===== src/verilog/fmtc_pkg.sv =====
// Package with register map, field positions and constants of the format track command block.
`default_nettype none
package fmtc_pkg;
   localparam logic [11:0] FMTC_OFF_DATA = 12'h000;
   localparam logic [11:0] FMTC_OFF_MSR = 12'h004;
   localparam logic [11:0] FMTC_OFF_DOR = 12'h008;
   localparam logic [11:0] FMTC_OFF_SRA = 12'h00c;
   localparam logic [11:0] FMTC_OFF_MODE = 12'h010;
   localparam logic [11:0] FMTC_OFF_ST3 = 12'h014;
   localparam logic [11:0] FMTC_OFF_STAT = 12'h018;
   localparam logic [4:0] FMTC_OPC_FORMAT = 5'h0d;
   localparam int FMTC_OPC_DD_BIT = 6;
   localparam logic [7:0] FMTC_ST0_INVALID = 8'h80;
   localparam int FMTC_MSR_RQM = 7;
   localparam int FMTC_MSR_DIO = 6;
   localparam int FMTC_MSR_BUSY = 4;
   localparam int FMTC_SRA_SIDE = 3;
   localparam int FMTC_ST_SIDE = 2;
   localparam int FMTC_MODE_IAF = 6;
   localparam int FMTC_MODE_FOUR = 0;
   localparam int FMTC_MODE_SWAP = 1;
   localparam logic [2:0] FMTC_PARAM_CNT = 3'h5;
   localparam logic [2:0] FMTC_RES_CNT = 3'h7;
   localparam logic [1:0] FMTC_ID_CNT = 2'h3;
   localparam logic [7:0] FMTC_BASE_LEN = 8'h80;
   localparam logic [7:0] FMTC_INDEX_FIELD_LEN = 8'h04;
   typedef enum logic [2:0] {
      FMTC_IDLE, FMTC_PARAM, FMTC_WAIT_IDX, FMTC_ID, FMTC_DATA, FMTC_GAP, FMTC_FILL, FMTC_RESULT
   } fmtc_state_e;
endpackage
`default_nettype wire


===== src/verilog/fmtc_apb.sv =====
// APB slave front end that turns bus transfers into one-cycle register strobes.
`timescale 1ns/100ps
`default_nettype none
module fmtc_apb (
   input wire logic clk,
   input wire logic rst_b,
   input wire logic psel,
   input wire logic penable,
   input wire logic pwrite,
   input wire logic [11:0] paddr,
   input wire logic [31:0] pwdata,
   input wire logic [7:0] rd_data,
   input wire logic known,
   output logic pready,
   output logic pslverr,
   output logic [31:0] prdata,
   output logic wr_stb,
   output logic rd_stb,
   output logic [7:0] wr_data
);
   typedef struct packed {
      logic [31:0] prdata;
   } fmtc_apb_s;
   fmtc_apb_s r;
   fmtc_apb_s next_r;
   logic access;
   assign access = psel && penable;
   assign pready = access;
   assign pslverr = access && !known;
   assign wr_stb = access && pwrite && known;
   assign rd_stb = access && !pwrite && known;
   assign wr_data = pwdata[7:0];
   assign prdata = r.prdata;
   always_comb begin
      next_r = r;
      if (psel && !penable && !pwrite) begin
         next_r.prdata = {24'h000000, rd_data};
      end
   end
   always_ff @(posedge clk or negedge rst_b) begin
      if (!rst_b) begin
         r <= '0;
      end else begin
         r <= next_r;
      end
   end
endmodule
`default_nettype wire


===== src/verilog/fmtc_len.sv =====
// Data field length counter loaded from the sector size code.
`timescale 1ns/100ps
`default_nettype none
module fmtc_len (
   input wire logic clk,
   input wire logic rst_b,
   input wire logic load,
   input wire logic step,
   input wire logic [2:0] size_code,
   output logic done
);
   typedef struct packed {
      logic [14:0] left;
   } fmtc_len_s;
   fmtc_len_s r;
   fmtc_len_s next_r;
   assign done = (r.left == 15'h0000);
   always_comb begin
      next_r = r;
      if (load) begin
         next_r.left = 15'((15'h0080 << size_code) - 15'h0001);
      end else if (step && !done) begin
         next_r.left = r.left - 15'h0001;
      end
   end
   always_ff @(posedge clk or negedge rst_b) begin
      if (!rst_b) begin
         r <= '0;
      end else begin
         r <= next_r;
      end
   end
endmodule
`default_nettype wire


===== src/verilog/fmtc_top.sv =====
// Format track command interpreter with APB registers and a byte-wide write path to the drive.
//
// Our own choices: the register addresses and the APB slave port.
`timescale 1ns/100ps
`default_nettype none
//Contract
//- Drive code maps per drive count and swap.
//- Drive select mirrors output register and status.
//- Side bit drives inverted head output.
//- Side shown in status registers bits.
//- Data length is 128 shifted by code.
//- Fourth byte sets sector count.
//- Fifth byte sets gap three length.
//- Data field filled with pattern byte.
//- Whole track written by one command.
//- Seven result bytes, last four undefined.
//- Illegal opcode skips to result phase.
//- Illegal opcode raises no interrupt.
//- Illegal opcode sets status bit seven, clears six.
//- Illegal opcode status byte reads 80h.
//- Format spans index to next index.
//- Opcode bit six selects density.
//- Index field written unless omitted.
module fmtc_top (
   input wire logic SYS_CLK,
   input wire logic RST_B,
   input wire logic PSEL,
   input wire logic PENABLE,
   input wire logic PWRITE,
   input wire logic [11:0] PADDR,
   input wire logic [31:0] PWDATA,
   output logic PREADY,
   output logic PSLVERR,
   output logic [31:0] PRDATA,
   input wire logic INDEX_B,
   output logic HEAD_SIDE_OUTPUT_B,
   output logic [1:0] DRIVE_SEL,
   output logic DOUBLE_DENSITY,
   output logic WR_GATE,
   output logic [7:0] WR_BYTE,
   output logic WR_BYTE_VLD,
   output logic INDEX_FIELD_WR,
   output logic IRQ
);
   import fmtc_pkg::*;
   typedef struct packed {
      fmtc_state_e state;
      logic [1:0] idx_sync;
      logic idx_prev;
      logic [2:0] pcnt;
      logic [1:0] idcnt;
      logic [7:0] secs_left;
      logic [7:0] gap_left;
      logic [2:0] rcnt;
      logic [2:0] rlen;
      logic [7:0] st0;
      logic [7:0] st1;
      logic [7:0] st2;
      logic [1:0] drive;
      logic side;
      logic dd;
      logic [2:0] size;
      logic [7:0] secs;
      logic [7:0] gap3;
      logic [7:0] fill;
      logic [7:0] mode;
      logic [7:0] wbyte;
      logic wvld;
      logic idxf;
      logic idreq;
      logic irq;
      logic bad_drive;
   } fmtc_top_s;
   fmtc_top_s r;
   fmtc_top_s next_r;
   logic wr_stb;
   logic rd_stb;
   logic [7:0] wr_data;
   logic [7:0] rd_data;
   logic known;
   logic [31:0] prdata_i;
   logic len_load;
   logic len_step;
   logic len_done;
   logic idx_edge;
   logic data_wr;
   logic data_rd;
   logic [7:0] main_status_register;
   logic [7:0] res_byte;
   logic [7:0] st3;
   fmtc_apb u_apb (
      .clk(SYS_CLK),
      .rst_b(RST_B),
      .psel(PSEL),
      .penable(PENABLE),
      .pwrite(PWRITE),
      .paddr(PADDR),
      .pwdata(PWDATA),
      .rd_data(rd_data),
      .known(known),
      .pready(PREADY),
      .pslverr(PSLVERR),
      .prdata(prdata_i),
      .wr_stb(wr_stb),
      .rd_stb(rd_stb),
      .wr_data(wr_data)
   );
   fmtc_len u_len (
      .clk(SYS_CLK),
      .rst_b(RST_B),
      .load(len_load),
      .step(len_step),
      .size_code(r.size),
      .done(len_done)
   );
   assign PRDATA = prdata_i;
   assign idx_edge = r.idx_sync[1] && !r.idx_prev;
   assign data_wr = wr_stb && (PADDR == FMTC_OFF_DATA);
   assign data_rd = rd_stb && (PADDR == FMTC_OFF_DATA);
   assign len_load = (r.state == FMTC_ID) && data_wr && (r.idcnt == FMTC_ID_CNT);
   assign len_step = (r.state == FMTC_DATA);
   assign known = (PADDR == FMTC_OFF_DATA) || (PADDR == FMTC_OFF_MSR) ||
      (PADDR == FMTC_OFF_DOR) || (PADDR == FMTC_OFF_SRA) || (PADDR == FMTC_OFF_MODE) ||
      (PADDR == FMTC_OFF_ST3) || (PADDR == FMTC_OFF_STAT);
   always_comb begin
      main_status_register = 8'h00;
      case (r.state)
         FMTC_IDLE, FMTC_PARAM: main_status_register[FMTC_MSR_RQM] = 1'b1;
         FMTC_RESULT: begin
            main_status_register[FMTC_MSR_RQM] = 1'b1;
            main_status_register[FMTC_MSR_DIO] = 1'b1;
         end
         FMTC_ID: main_status_register[FMTC_MSR_RQM] = r.idreq;
         default: main_status_register = 8'h00;
      endcase
      if (r.state != FMTC_IDLE) begin
         main_status_register[FMTC_MSR_BUSY] = 1'b1;
      end
   end
   always_comb begin
      case (r.rcnt)
         3'h0: res_byte = r.st0;
         3'h1: res_byte = r.st1;
         3'h2: res_byte = r.st2;
         default: res_byte = 8'h00;
      endcase
   end
   assign st3 = {5'h00, r.side, r.drive};
   always_comb begin
      rd_data = 8'h00;
      case (PADDR)
         FMTC_OFF_DATA: rd_data = (r.state == FMTC_RESULT) ? res_byte : 8'h00;
         FMTC_OFF_MSR: rd_data = main_status_register;
         FMTC_OFF_DOR: rd_data = {6'h00, r.drive};
         FMTC_OFF_SRA: rd_data = {4'h0, r.side, 3'h0};
         FMTC_OFF_MODE: rd_data = r.mode;
         FMTC_OFF_ST3: rd_data = st3;
         FMTC_OFF_STAT: rd_data = {7'h00, r.irq};
         default: rd_data = 8'h00;
      endcase
   end
   always_comb begin
      next_r = r;
      next_r.idx_sync = {r.idx_sync[0], !INDEX_B};
      next_r.idx_prev = r.idx_sync[1];
      next_r.wvld = 1'b0;
      if (wr_stb && PADDR == FMTC_OFF_MODE) begin
         next_r.mode = wr_data;
      end
      if (rd_stb && PADDR == FMTC_OFF_STAT) begin
         next_r.irq = 1'b0;
      end
      case (r.state)
         FMTC_IDLE: begin
            if (data_wr) begin
               if (wr_data[4:0] == FMTC_OPC_FORMAT && wr_data[7] == 1'b0 && wr_data[5] == 1'b0) begin
                  next_r.dd = wr_data[FMTC_OPC_DD_BIT];
                  next_r.pcnt = 3'h0;
                  next_r.state = FMTC_PARAM;
               end else begin
                  next_r.st0 = FMTC_ST0_INVALID;
                  next_r.rcnt = 3'h0;
                  next_r.rlen = 3'h1;
                  next_r.state = FMTC_RESULT;
               end
            end
         end
         FMTC_PARAM: begin
            if (data_wr) begin
               next_r.pcnt = r.pcnt + 3'h1;
               case (r.pcnt)
                  3'h0: begin
                     next_r.side = wr_data[FMTC_ST_SIDE];
                     next_r.drive = wr_data[1:0];
                     next_r.bad_drive = (wr_data[1:0] == 2'h2 && !r.mode[FMTC_MODE_FOUR] &&
                        !r.mode[FMTC_MODE_SWAP]) || (wr_data[1:0] == 2'h3 &&
                        !r.mode[FMTC_MODE_FOUR]);
                  end
                  3'h1: next_r.size = wr_data[2:0];
                  3'h2: next_r.secs = wr_data;
                  3'h3: next_r.gap3 = wr_data;
                  default: next_r.fill = wr_data;
               endcase
               if (r.pcnt == FMTC_PARAM_CNT - 3'h1) begin
                  next_r.state = FMTC_WAIT_IDX;
               end
            end
         end
         FMTC_WAIT_IDX: begin
            if (r.bad_drive) begin
               next_r.st0 = {2'h1, 3'h0, r.side, r.drive};
               next_r.st1 = 8'h00;
               next_r.st2 = 8'h00;
               next_r.rcnt = 3'h0;
               next_r.rlen = FMTC_RES_CNT;
               next_r.irq = 1'b1;
               next_r.state = FMTC_RESULT;
            end else if (idx_edge) begin
               next_r.idxf = !r.mode[FMTC_MODE_IAF];
               next_r.secs_left = r.secs;
               next_r.idcnt = 2'h0;
               next_r.idreq = 1'b1;
               next_r.state = (r.secs == 8'h00) ? FMTC_FILL : FMTC_ID;
            end
         end
         FMTC_ID: begin
            if (data_wr) begin
               next_r.wbyte = wr_data;
               next_r.wvld = 1'b1;
               next_r.idxf = 1'b0;
               next_r.idcnt = r.idcnt + 2'h1;
               if (r.idcnt == FMTC_ID_CNT) begin
                  next_r.idreq = 1'b0;
                  next_r.state = FMTC_DATA;
               end
            end
         end
         FMTC_DATA: begin
            next_r.wbyte = r.fill;
            next_r.wvld = 1'b1;
            if (len_done) begin
               next_r.gap_left = r.gap3;
               next_r.state = FMTC_GAP;
            end
         end
         FMTC_GAP: begin
            next_r.wbyte = 8'h4e;
            next_r.wvld = (r.gap_left != 8'h00);
            if (r.gap_left != 8'h00) begin
               next_r.gap_left = r.gap_left - 8'h01;
            end else begin
               next_r.secs_left = r.secs_left - 8'h01;
               if (r.secs_left == 8'h01) begin
                  next_r.state = FMTC_FILL;
               end else begin
                  next_r.idreq = 1'b1;
                  next_r.state = FMTC_ID;
               end
            end
         end
         FMTC_FILL: begin
            next_r.wbyte = 8'h4e;
            next_r.wvld = 1'b1;
            if (idx_edge) begin
               next_r.st0 = {5'h00, r.side, r.drive};
               next_r.st1 = 8'h00;
               next_r.st2 = 8'h00;
               next_r.rcnt = 3'h0;
               next_r.rlen = FMTC_RES_CNT;
               next_r.irq = 1'b1;
               next_r.wvld = 1'b0;
               next_r.state = FMTC_RESULT;
            end
         end
         FMTC_RESULT: begin
            if (data_rd) begin
               next_r.rcnt = r.rcnt + 3'h1;
               if (r.rcnt == r.rlen - 3'h1) begin
                  next_r.state = FMTC_IDLE;
               end
            end
         end
         default: next_r.state = FMTC_IDLE;
      endcase
   end
   always_ff @(posedge SYS_CLK or negedge RST_B) begin
      if (!RST_B) begin
         r <= '0;
      end else begin
         r <= next_r;
      end
   end
   assign HEAD_SIDE_OUTPUT_B = !r.side;
   assign DRIVE_SEL = r.drive;
   assign DOUBLE_DENSITY = r.dd;
   assign WR_GATE = (r.state == FMTC_ID) || (r.state == FMTC_DATA) ||
      (r.state == FMTC_GAP) || (r.state == FMTC_FILL);
   assign WR_BYTE = r.wbyte;
   assign WR_BYTE_VLD = r.wvld;
   assign INDEX_FIELD_WR = r.idxf;
   assign IRQ = r.irq;
endmodule
`default_nettype wire


===== config.mk =====
export PLATFORM = sky130hd
export DESIGN_NAME = fmtc_top
export DESIGN_NICKNAME = d
export VERILOG_FILES = /design/src/verilog/fmtc_pkg.sv /design/src/verilog/fmtc_apb.sv /design/src/verilog/fmtc_len.sv /design/src/verilog/fmtc_top.sv
export SDC_FILE = /design/constraint.sdc
export NUM_CORES = 1
export LEC_CHECK = 0
export BUFFER_PORTS_ARGS = -buffer_cell sky130_fd_sc_hd__buf_2
export CAP_MARGIN = 20
export CELL_PAD_IN_SITES_DETAIL_PLACEMENT = 1
export CELL_PAD_IN_SITES_GLOBAL_PLACEMENT = 1
export CORE_AREA = 5 5 133 135
export DETAILED_ROUTE_END_ITERATION = 7
export DIE_AREA = 0 0 138 140
export PLACE_DENSITY_LB_ADDON = 0.15
export SYNTH_ARGS = -nofsm -noshare
export SYNTH_HDL_FRONTEND = slang
export SYNTH_HIERARCHICAL = 1
export SYNTH_SLANG_ARGS = --single-unit

===== constraint.sdc =====
create_clock -name SYS_CLK -period 3.65 [get_ports SYS_CLK]
set_input_delay 0 -clock SYS_CLK [delete_from_list [all_inputs] [get_ports SYS_CLK]]
set_output_delay 0 -clock SYS_CLK [all_outputs]
set_load 0.02 [all_outputs]

== After elaboration in Yosys (flattened, before gate mapping) ==
Index checks and enable logic that the tools add are counted.
Cells by class
  $add $sub $neg: 8
  equal/unequal tests: 43
  shift operators: 1
  multiplexer cells: 59
  bitwise operators: 3
  reduce and logical (&&, ||, !) cells: 77
Operators by type and width (number)
  $mux W30: 2
  $mux W3: 19
  $pmux W8 S7: 1
  $eq A12 B5 Y1 const B: 3
  $pmux W9 S4: 1
  $pmux W11 S3: 1
  $mux W8: 4
  $ne A2 B2 Y1 const B: 16
  $pmux W16 S2: 1
  $pmux W8 S2: 2
  $mux W15: 2
  $sub A15 B1 Y15 const B: 2
  $mux W14: 2
  $eq A12 B4 Y1 const B: 2
  $pmux W3 S8: 1
  $pmux W8 S3: 1
  $reduce_and A3 Y1: 8
  $logic_and A1 B1 Y1: 21
  $mux W10: 2
  $sub A8 B1 Y8 const B: 2
  $eq A3 B2 Y1 const B: 5
  $eq A3 B3 Y1 const B: 5
  $logic_not A15 Y1: 1
  $shl A8 B3 Y15 const A: 1
  37 further kinds: 86
Word-level totals
  register bits: 132
  input bits: 50
  output and inout bits: 50
  word-level logic and storage cells: 219

== Logic depth before layout (Yosys ltp) ==
  depth in word-level cells: 12
  depth in mapped cells: 18
  gate-level depth less buffers: 15

== Cells and area by module ==
Netlist, hierarchy kept.
By module, submodules not included
  fmtc_top: times used 1, cells each 469, area each 4790.8 um^2, seq. area each 2227.1 um^2
  fmtc_len: times used 1, cells each 127, area each 1074.8 um^2, seq. area each 375.4 um^2
  fmtc_apb: times used 1, cells each 55, area each 578.1 um^2, seq. area each 200.2 um^2

== Least setup slack after synthesis ==
No wires, ideal clock.
  path type: input port to flip-flop
  start: input PADDR[0]
  end: register u_len/r[12] (netlist bit)
  arrival time: 3.715 ns
  data required time: 3.551 ns
  slack: -0.164 ns
  cell stages on the path: 18
  cells stage by stage: nor4_1 > nand3_1 > a31oi_1 > and3_1 > nor4b_1 > nand4_1 > nor3_1 > buf_2 > inv_1 > clkbuf_1 > nand2_1 > ha_1 > buf_2 > inv_1 > or3_1 > a22oi_1 > mux2_1 > a311oi_1
Between the ends
  longest elaborated chain between the ends: 12
  elaborated cells between the ends (all ways): 19
  classes of those cells: eq/ne (6); mux (1); reduce/logical (12)
RTL lines
  from (decl): RTL line fmtc_top.sv:30  | input wire logic [11:0] PADDR,
  $eq A12 B3 Y1 or $logic_not A12 Y1 (tied branches): RTL line fmtc_top.sv:122  | assign known = (PADDR == FMTC_OFF_DATA) || (PADDR == FMTC_OFF_MSR) ||
  $logic_or A1 B1 Y1 (2 in a row): RTL line fmtc_top.sv:122
  $logic_or A1 B1 Y1 (3 in a row): RTL line fmtc_top.sv:123  | (PADDR == FMTC_OFF_DOR) || (PADDR == FMTC_OFF_SRA) || (PADDR == FMTC_OFF_MODE) ||
  $logic_or A1 B1 Y1 *: RTL line fmtc_top.sv:124  | (PADDR == FMTC_OFF_ST3) || (PADDR == FMTC_OFF_STAT);
  net known: RTL line fmtc_top.sv:80  | logic known;
  $logic_and A1 B1 Y1 *: RTL line fmtc_apb.sv:30  | assign wr_stb = access && pwrite && known;
  net wr_stb: RTL line fmtc_top.sv:76  | logic wr_stb;
  $logic_and A1 B1 Y1 *: RTL line fmtc_top.sv:118  | assign data_wr = wr_stb && (PADDR == FMTC_OFF_DATA);
  $logic_and A1 B1 Y1 * (2 in a row): RTL line fmtc_top.sv:120  | assign len_load = (r.state == FMTC_ID) && data_wr && (r.idcnt == FMTC_ID_CNT);
  net len_load: RTL line fmtc_top.sv:82  | logic len_load;
  $mux W15 or $reduce_bool A2 Y1 (tied branches)
  to (signal assigned): RTL line fmtc_len.sv:30  | r <= next_r;
  to (decl): RTL line fmtc_len.sv:15  | fmtc_len_s r;
Mark *: on every way through the listed nets, which the timed path passes. The rest lies on a longest branch.
A chain may end at the register's enable or synchronous reset.

== Final worst setup path ==
Same ends and word-level chain as after synthesis.

==> flow_metrics.py <==
metrics = {
    "timing": {
        "slew_headroom_pct": 31.42,
        "worstMarginPinSlew_ns": 1.025,
        "setup_violations": 0,
        "timing.fmax_mhz": 316.4,
        "period_needed_ns": 3.160,
        "clock_skew_ns": 0.01005,
        "setup_tns_ns": 0,
        "rsz0062_at_grt": "no",
        "fin_crit_sh_pct": 86.59,
        "hold_viol_final": 0,
        "slew_violations": 0,
        "whs_ns": 0.008466,
    },
    "route": {
        "vias": 5042,
        "viasPerCell": 5.498,
        "drt_first_iter_violations": 174,
        "wire_per_inst_um": 18.96,
        "wl_met3_um": 654,
        "drc": 0,
        "first_pass_iters": 4,
        "wl_met1_um": 7941,
        "wl_met2_um": 8600,
        "drt_wl_total_um": 17390,
        "ant_nets": 0,
        "routed.top_layer": "met4",
    },
    "clocking": {
        "clk_pin_slew_ns": 0.08,
        "root_buffer": "clkbuf_16",
        "cts.sinks": 112,
        "postCtsResizedCells": 0,
        "cts-htree-levels": 3,
        "tritoncts": "built",
        "numCtsBuffers": 9,
        "hold_buffers": 2,
        "postCtsSetupBuffers": 0,
        "clock_latency_ns": 0.36,
        "clockBufferDepth": 2,
    },
    "critical_path": {
        "critical_path_required_ns": 3.91,
        "critical_path_class": "in2reg",
        "end_kind": "register",
        "cp-startpoint": "PADDR[0]",
        "r2r-start": "r[107]",
        "crit_fanout": 7,
        "worstPathArrival_ns": 3.42,
        "critPathLaunchType": "input pin",
    },
    "logic_synthesis": {
        "ys_seq_area_share_pct": 43.50,
        "yosysWarnings": 6,
        "synth.avg_cell_area_um2": 9.898,
        "syn_inst": 651,
        "ys_types": 76,
        "ys.flop_type": "dfrtp_1",
        "synth_top_cell_by_area": "dfrtp_1",
        "synth_area_um2": 6444,
        "synth_top_cells_by_area": "dfrtp_1, mux2_2, buf_4",
        "synth-seq-cells": 112,
        "ys_async_sr_fraction_pct": 100.0,
        "synth_edf_count": 0,
        "yosys.area.top_type_share_pct": 43.50,
    },
    "final_layout": {
        "utilization_pct": 43.85,
        "syn2layout_area_growth_pct": 11.24,
        "fin_nets": 756,
        "antenna_cells": 0,
        "layout-drive-gt1-share_pct": 23.67,
        "final_cell_area_um2": 7168,
    },
    "placement": {
        "gp_congestion": 0.8525,
        "dp_hpwl_um": 12950,
        "port-buffer-count": 51,
        "place_area_um2": 6817,
    },
    "floorplanning": {
        "start_util_pct": 39.42,
        "ioPinCount": 100,
        "die_w_um": 138,
        "die_h_um": 140,
        "row_count": 47,
        "die_area_um2": 19320,
        "coreArea_um2": 16350,
    },
    "power_and_ir_drop": {
        "p_int_uw": 2415,
        "p_comb_share_pct": 34.0,
        "sequentialPowerShare_pct": 38.6,
        "switching_share_pct": 38.51,
        "p_total_uw": 3928,
        "power_density_nw_per_um2": 548.0,
        "p_clk_share_pct": 27.4,
        "p_leak_uw": 0.003279,
        "p_sw_uw": 1513,
        "peakVddDrop_mv": 0.3006,
    },
    "global_route": {
        "antenna_found_initial": 0,
        "grt_usage_pct": 18.26,
        "grt_pass1_vias": 5461,
        "overflow": 0,
        "grt_pass1_wl_um": 29060,
        "grt_max_degree": 47,
    },
    "worst_hold_path": {
        "min_path_type": "in2reg",
        "worstHoldStart": "PWDATA[6]",
    },
    "status": {
        "status": "complete, no violations",
    },
    "run": {
        "drv_cap": 0,
    },
}
worst max-delay path, cell delays in order:
cell and delay, ns:
buf_2 0.12, nor4_4 0.35, nand3_2 0.12, a31oi_1 0.21, and3_1 0.20, nor4b_2 0.22, nand4_1 0.20, nor3_2 0.18
inv_1 0.15, nand2_1 0.09, ha_1 0.17, inv_1 0.09, or3_1 0.41, a22oi_1 0.29, mux2_1 0.36, a311oi_1 0.26
registers in the layout (all words and copies together), names as in the netlist:
name	flops
IRQ	1
INDEX_FIELD_WR	1
u_apb/prdata	8
WR_BYTE_VLD	1
WR_BYTE	8
DOUBLE_DENSITY	1
DRIVE_SEL	2
next_r	2
u_len/r	15
r	73
stage by stage:
stage                     std cells  setup WS, ns
after floorplan                 674       0.04842
after global placement          898        0.2512
after detailed placement        898       0.03898
after CTS                       916        0.4228
after global routing            917        0.1034
final                           917        0.4896
path summary, 6_finish.rpt:
check	end	slack, ns	cells after the start
max	u_len/r[12]	0.49	16
min	r[43]	0.008	2
max reg2reg	u_len/r[12]	0.63	11
min reg2reg	next_r[103]	0.37	0
max in group asynchronous	DRIVE_SEL[0]	2.51	3
min in group asynchronous	r[92]	0.19	2
placed cells by master (no fill, tap or decap), types with 9 or more instances in the layout:
cell type,count
dfrtp_1,112
mux2_2,52
nor2_1,51
nand2_1,50
buf_2,50
a21oi_1,32
o21ai_0,26
conb_1,24
inv_1,23
buf_4,20
nor3_1,17
nand3_1,15
ha_1,14
nor2b_1,10
clkbuf_16,9
power by group through the flow:
stage	Clock (uW)	Combinational, uW	Sequential (uW)
6_report	1080	1340	1520
2_1_floorplan	0	994	1520
3_3_place_gp	0	1310	1530
5_1_grt	1160	1490	1540
3_5_place_dp	0	1330	1540
4_1_cts	1110	1340	1510
metal layers:
layer  up-vias  global-route usage (%)
met5         -                       0
met4         0                   3.848
met3        17                   3.306
met2        82                   31.04
met1      2546                   24.55
li1       2397                       -
synthesized netlist by cell type (3+ instances only):
cell and n:
a2bb2oi_1 4, nand4_1 8, or3_1 8, clkbuf_1 13
o21ai_1 6, a21o_1 7, and3_1 7, a22oi_1 6
inv_1 23, nor2b_1 10, nor2_1 51, nor3b_1 3
a21oi_1 32, a31oi_1 8, a221o_1 8, a2111oi_0 3
nand2_1 50, a21boi_0 3, nand3b_1 5, nand2b_1 7
buf_2 9, a22o_1 8, mux2_2 52, nor3_1 18
o21ai_0 26, dfrtp_1 112, nand3_1 16, xnor2_1 5
mux2i_1 6, a32o_1 3, o211ai_1 8, buf_4 42
xor2_1 5, o2bb2ai_1 3, nor4_1 9, o22ai_1 7
ha_1 14
cell families after synthesis:
| group | synth area share, % |
|---|---|
| simple gates | 18.43 |
| other cells | 0.05820 |
| xor+xnor | 1.359 |
| mux | 10.19 |
| flops | 43.50 |
| buf+inv | 7.747 |
| fa+ha+maj | 2.718 |
| compound gates | 16.00 |
final cells by class:
type / instances / area (um^2)
fill: 1917 / 9180
multi-input combinational: 474 / 3259
sequential: 112 / 2803
timing repair buffer: 72 / 420.4
tap: 220 / 275.3
clock buffer: 9 / 225.2
clock inverter: 7 / 98.84
inverter: 23 / 86.33
No activity file was read; power rests on OpenSTA's default activity.
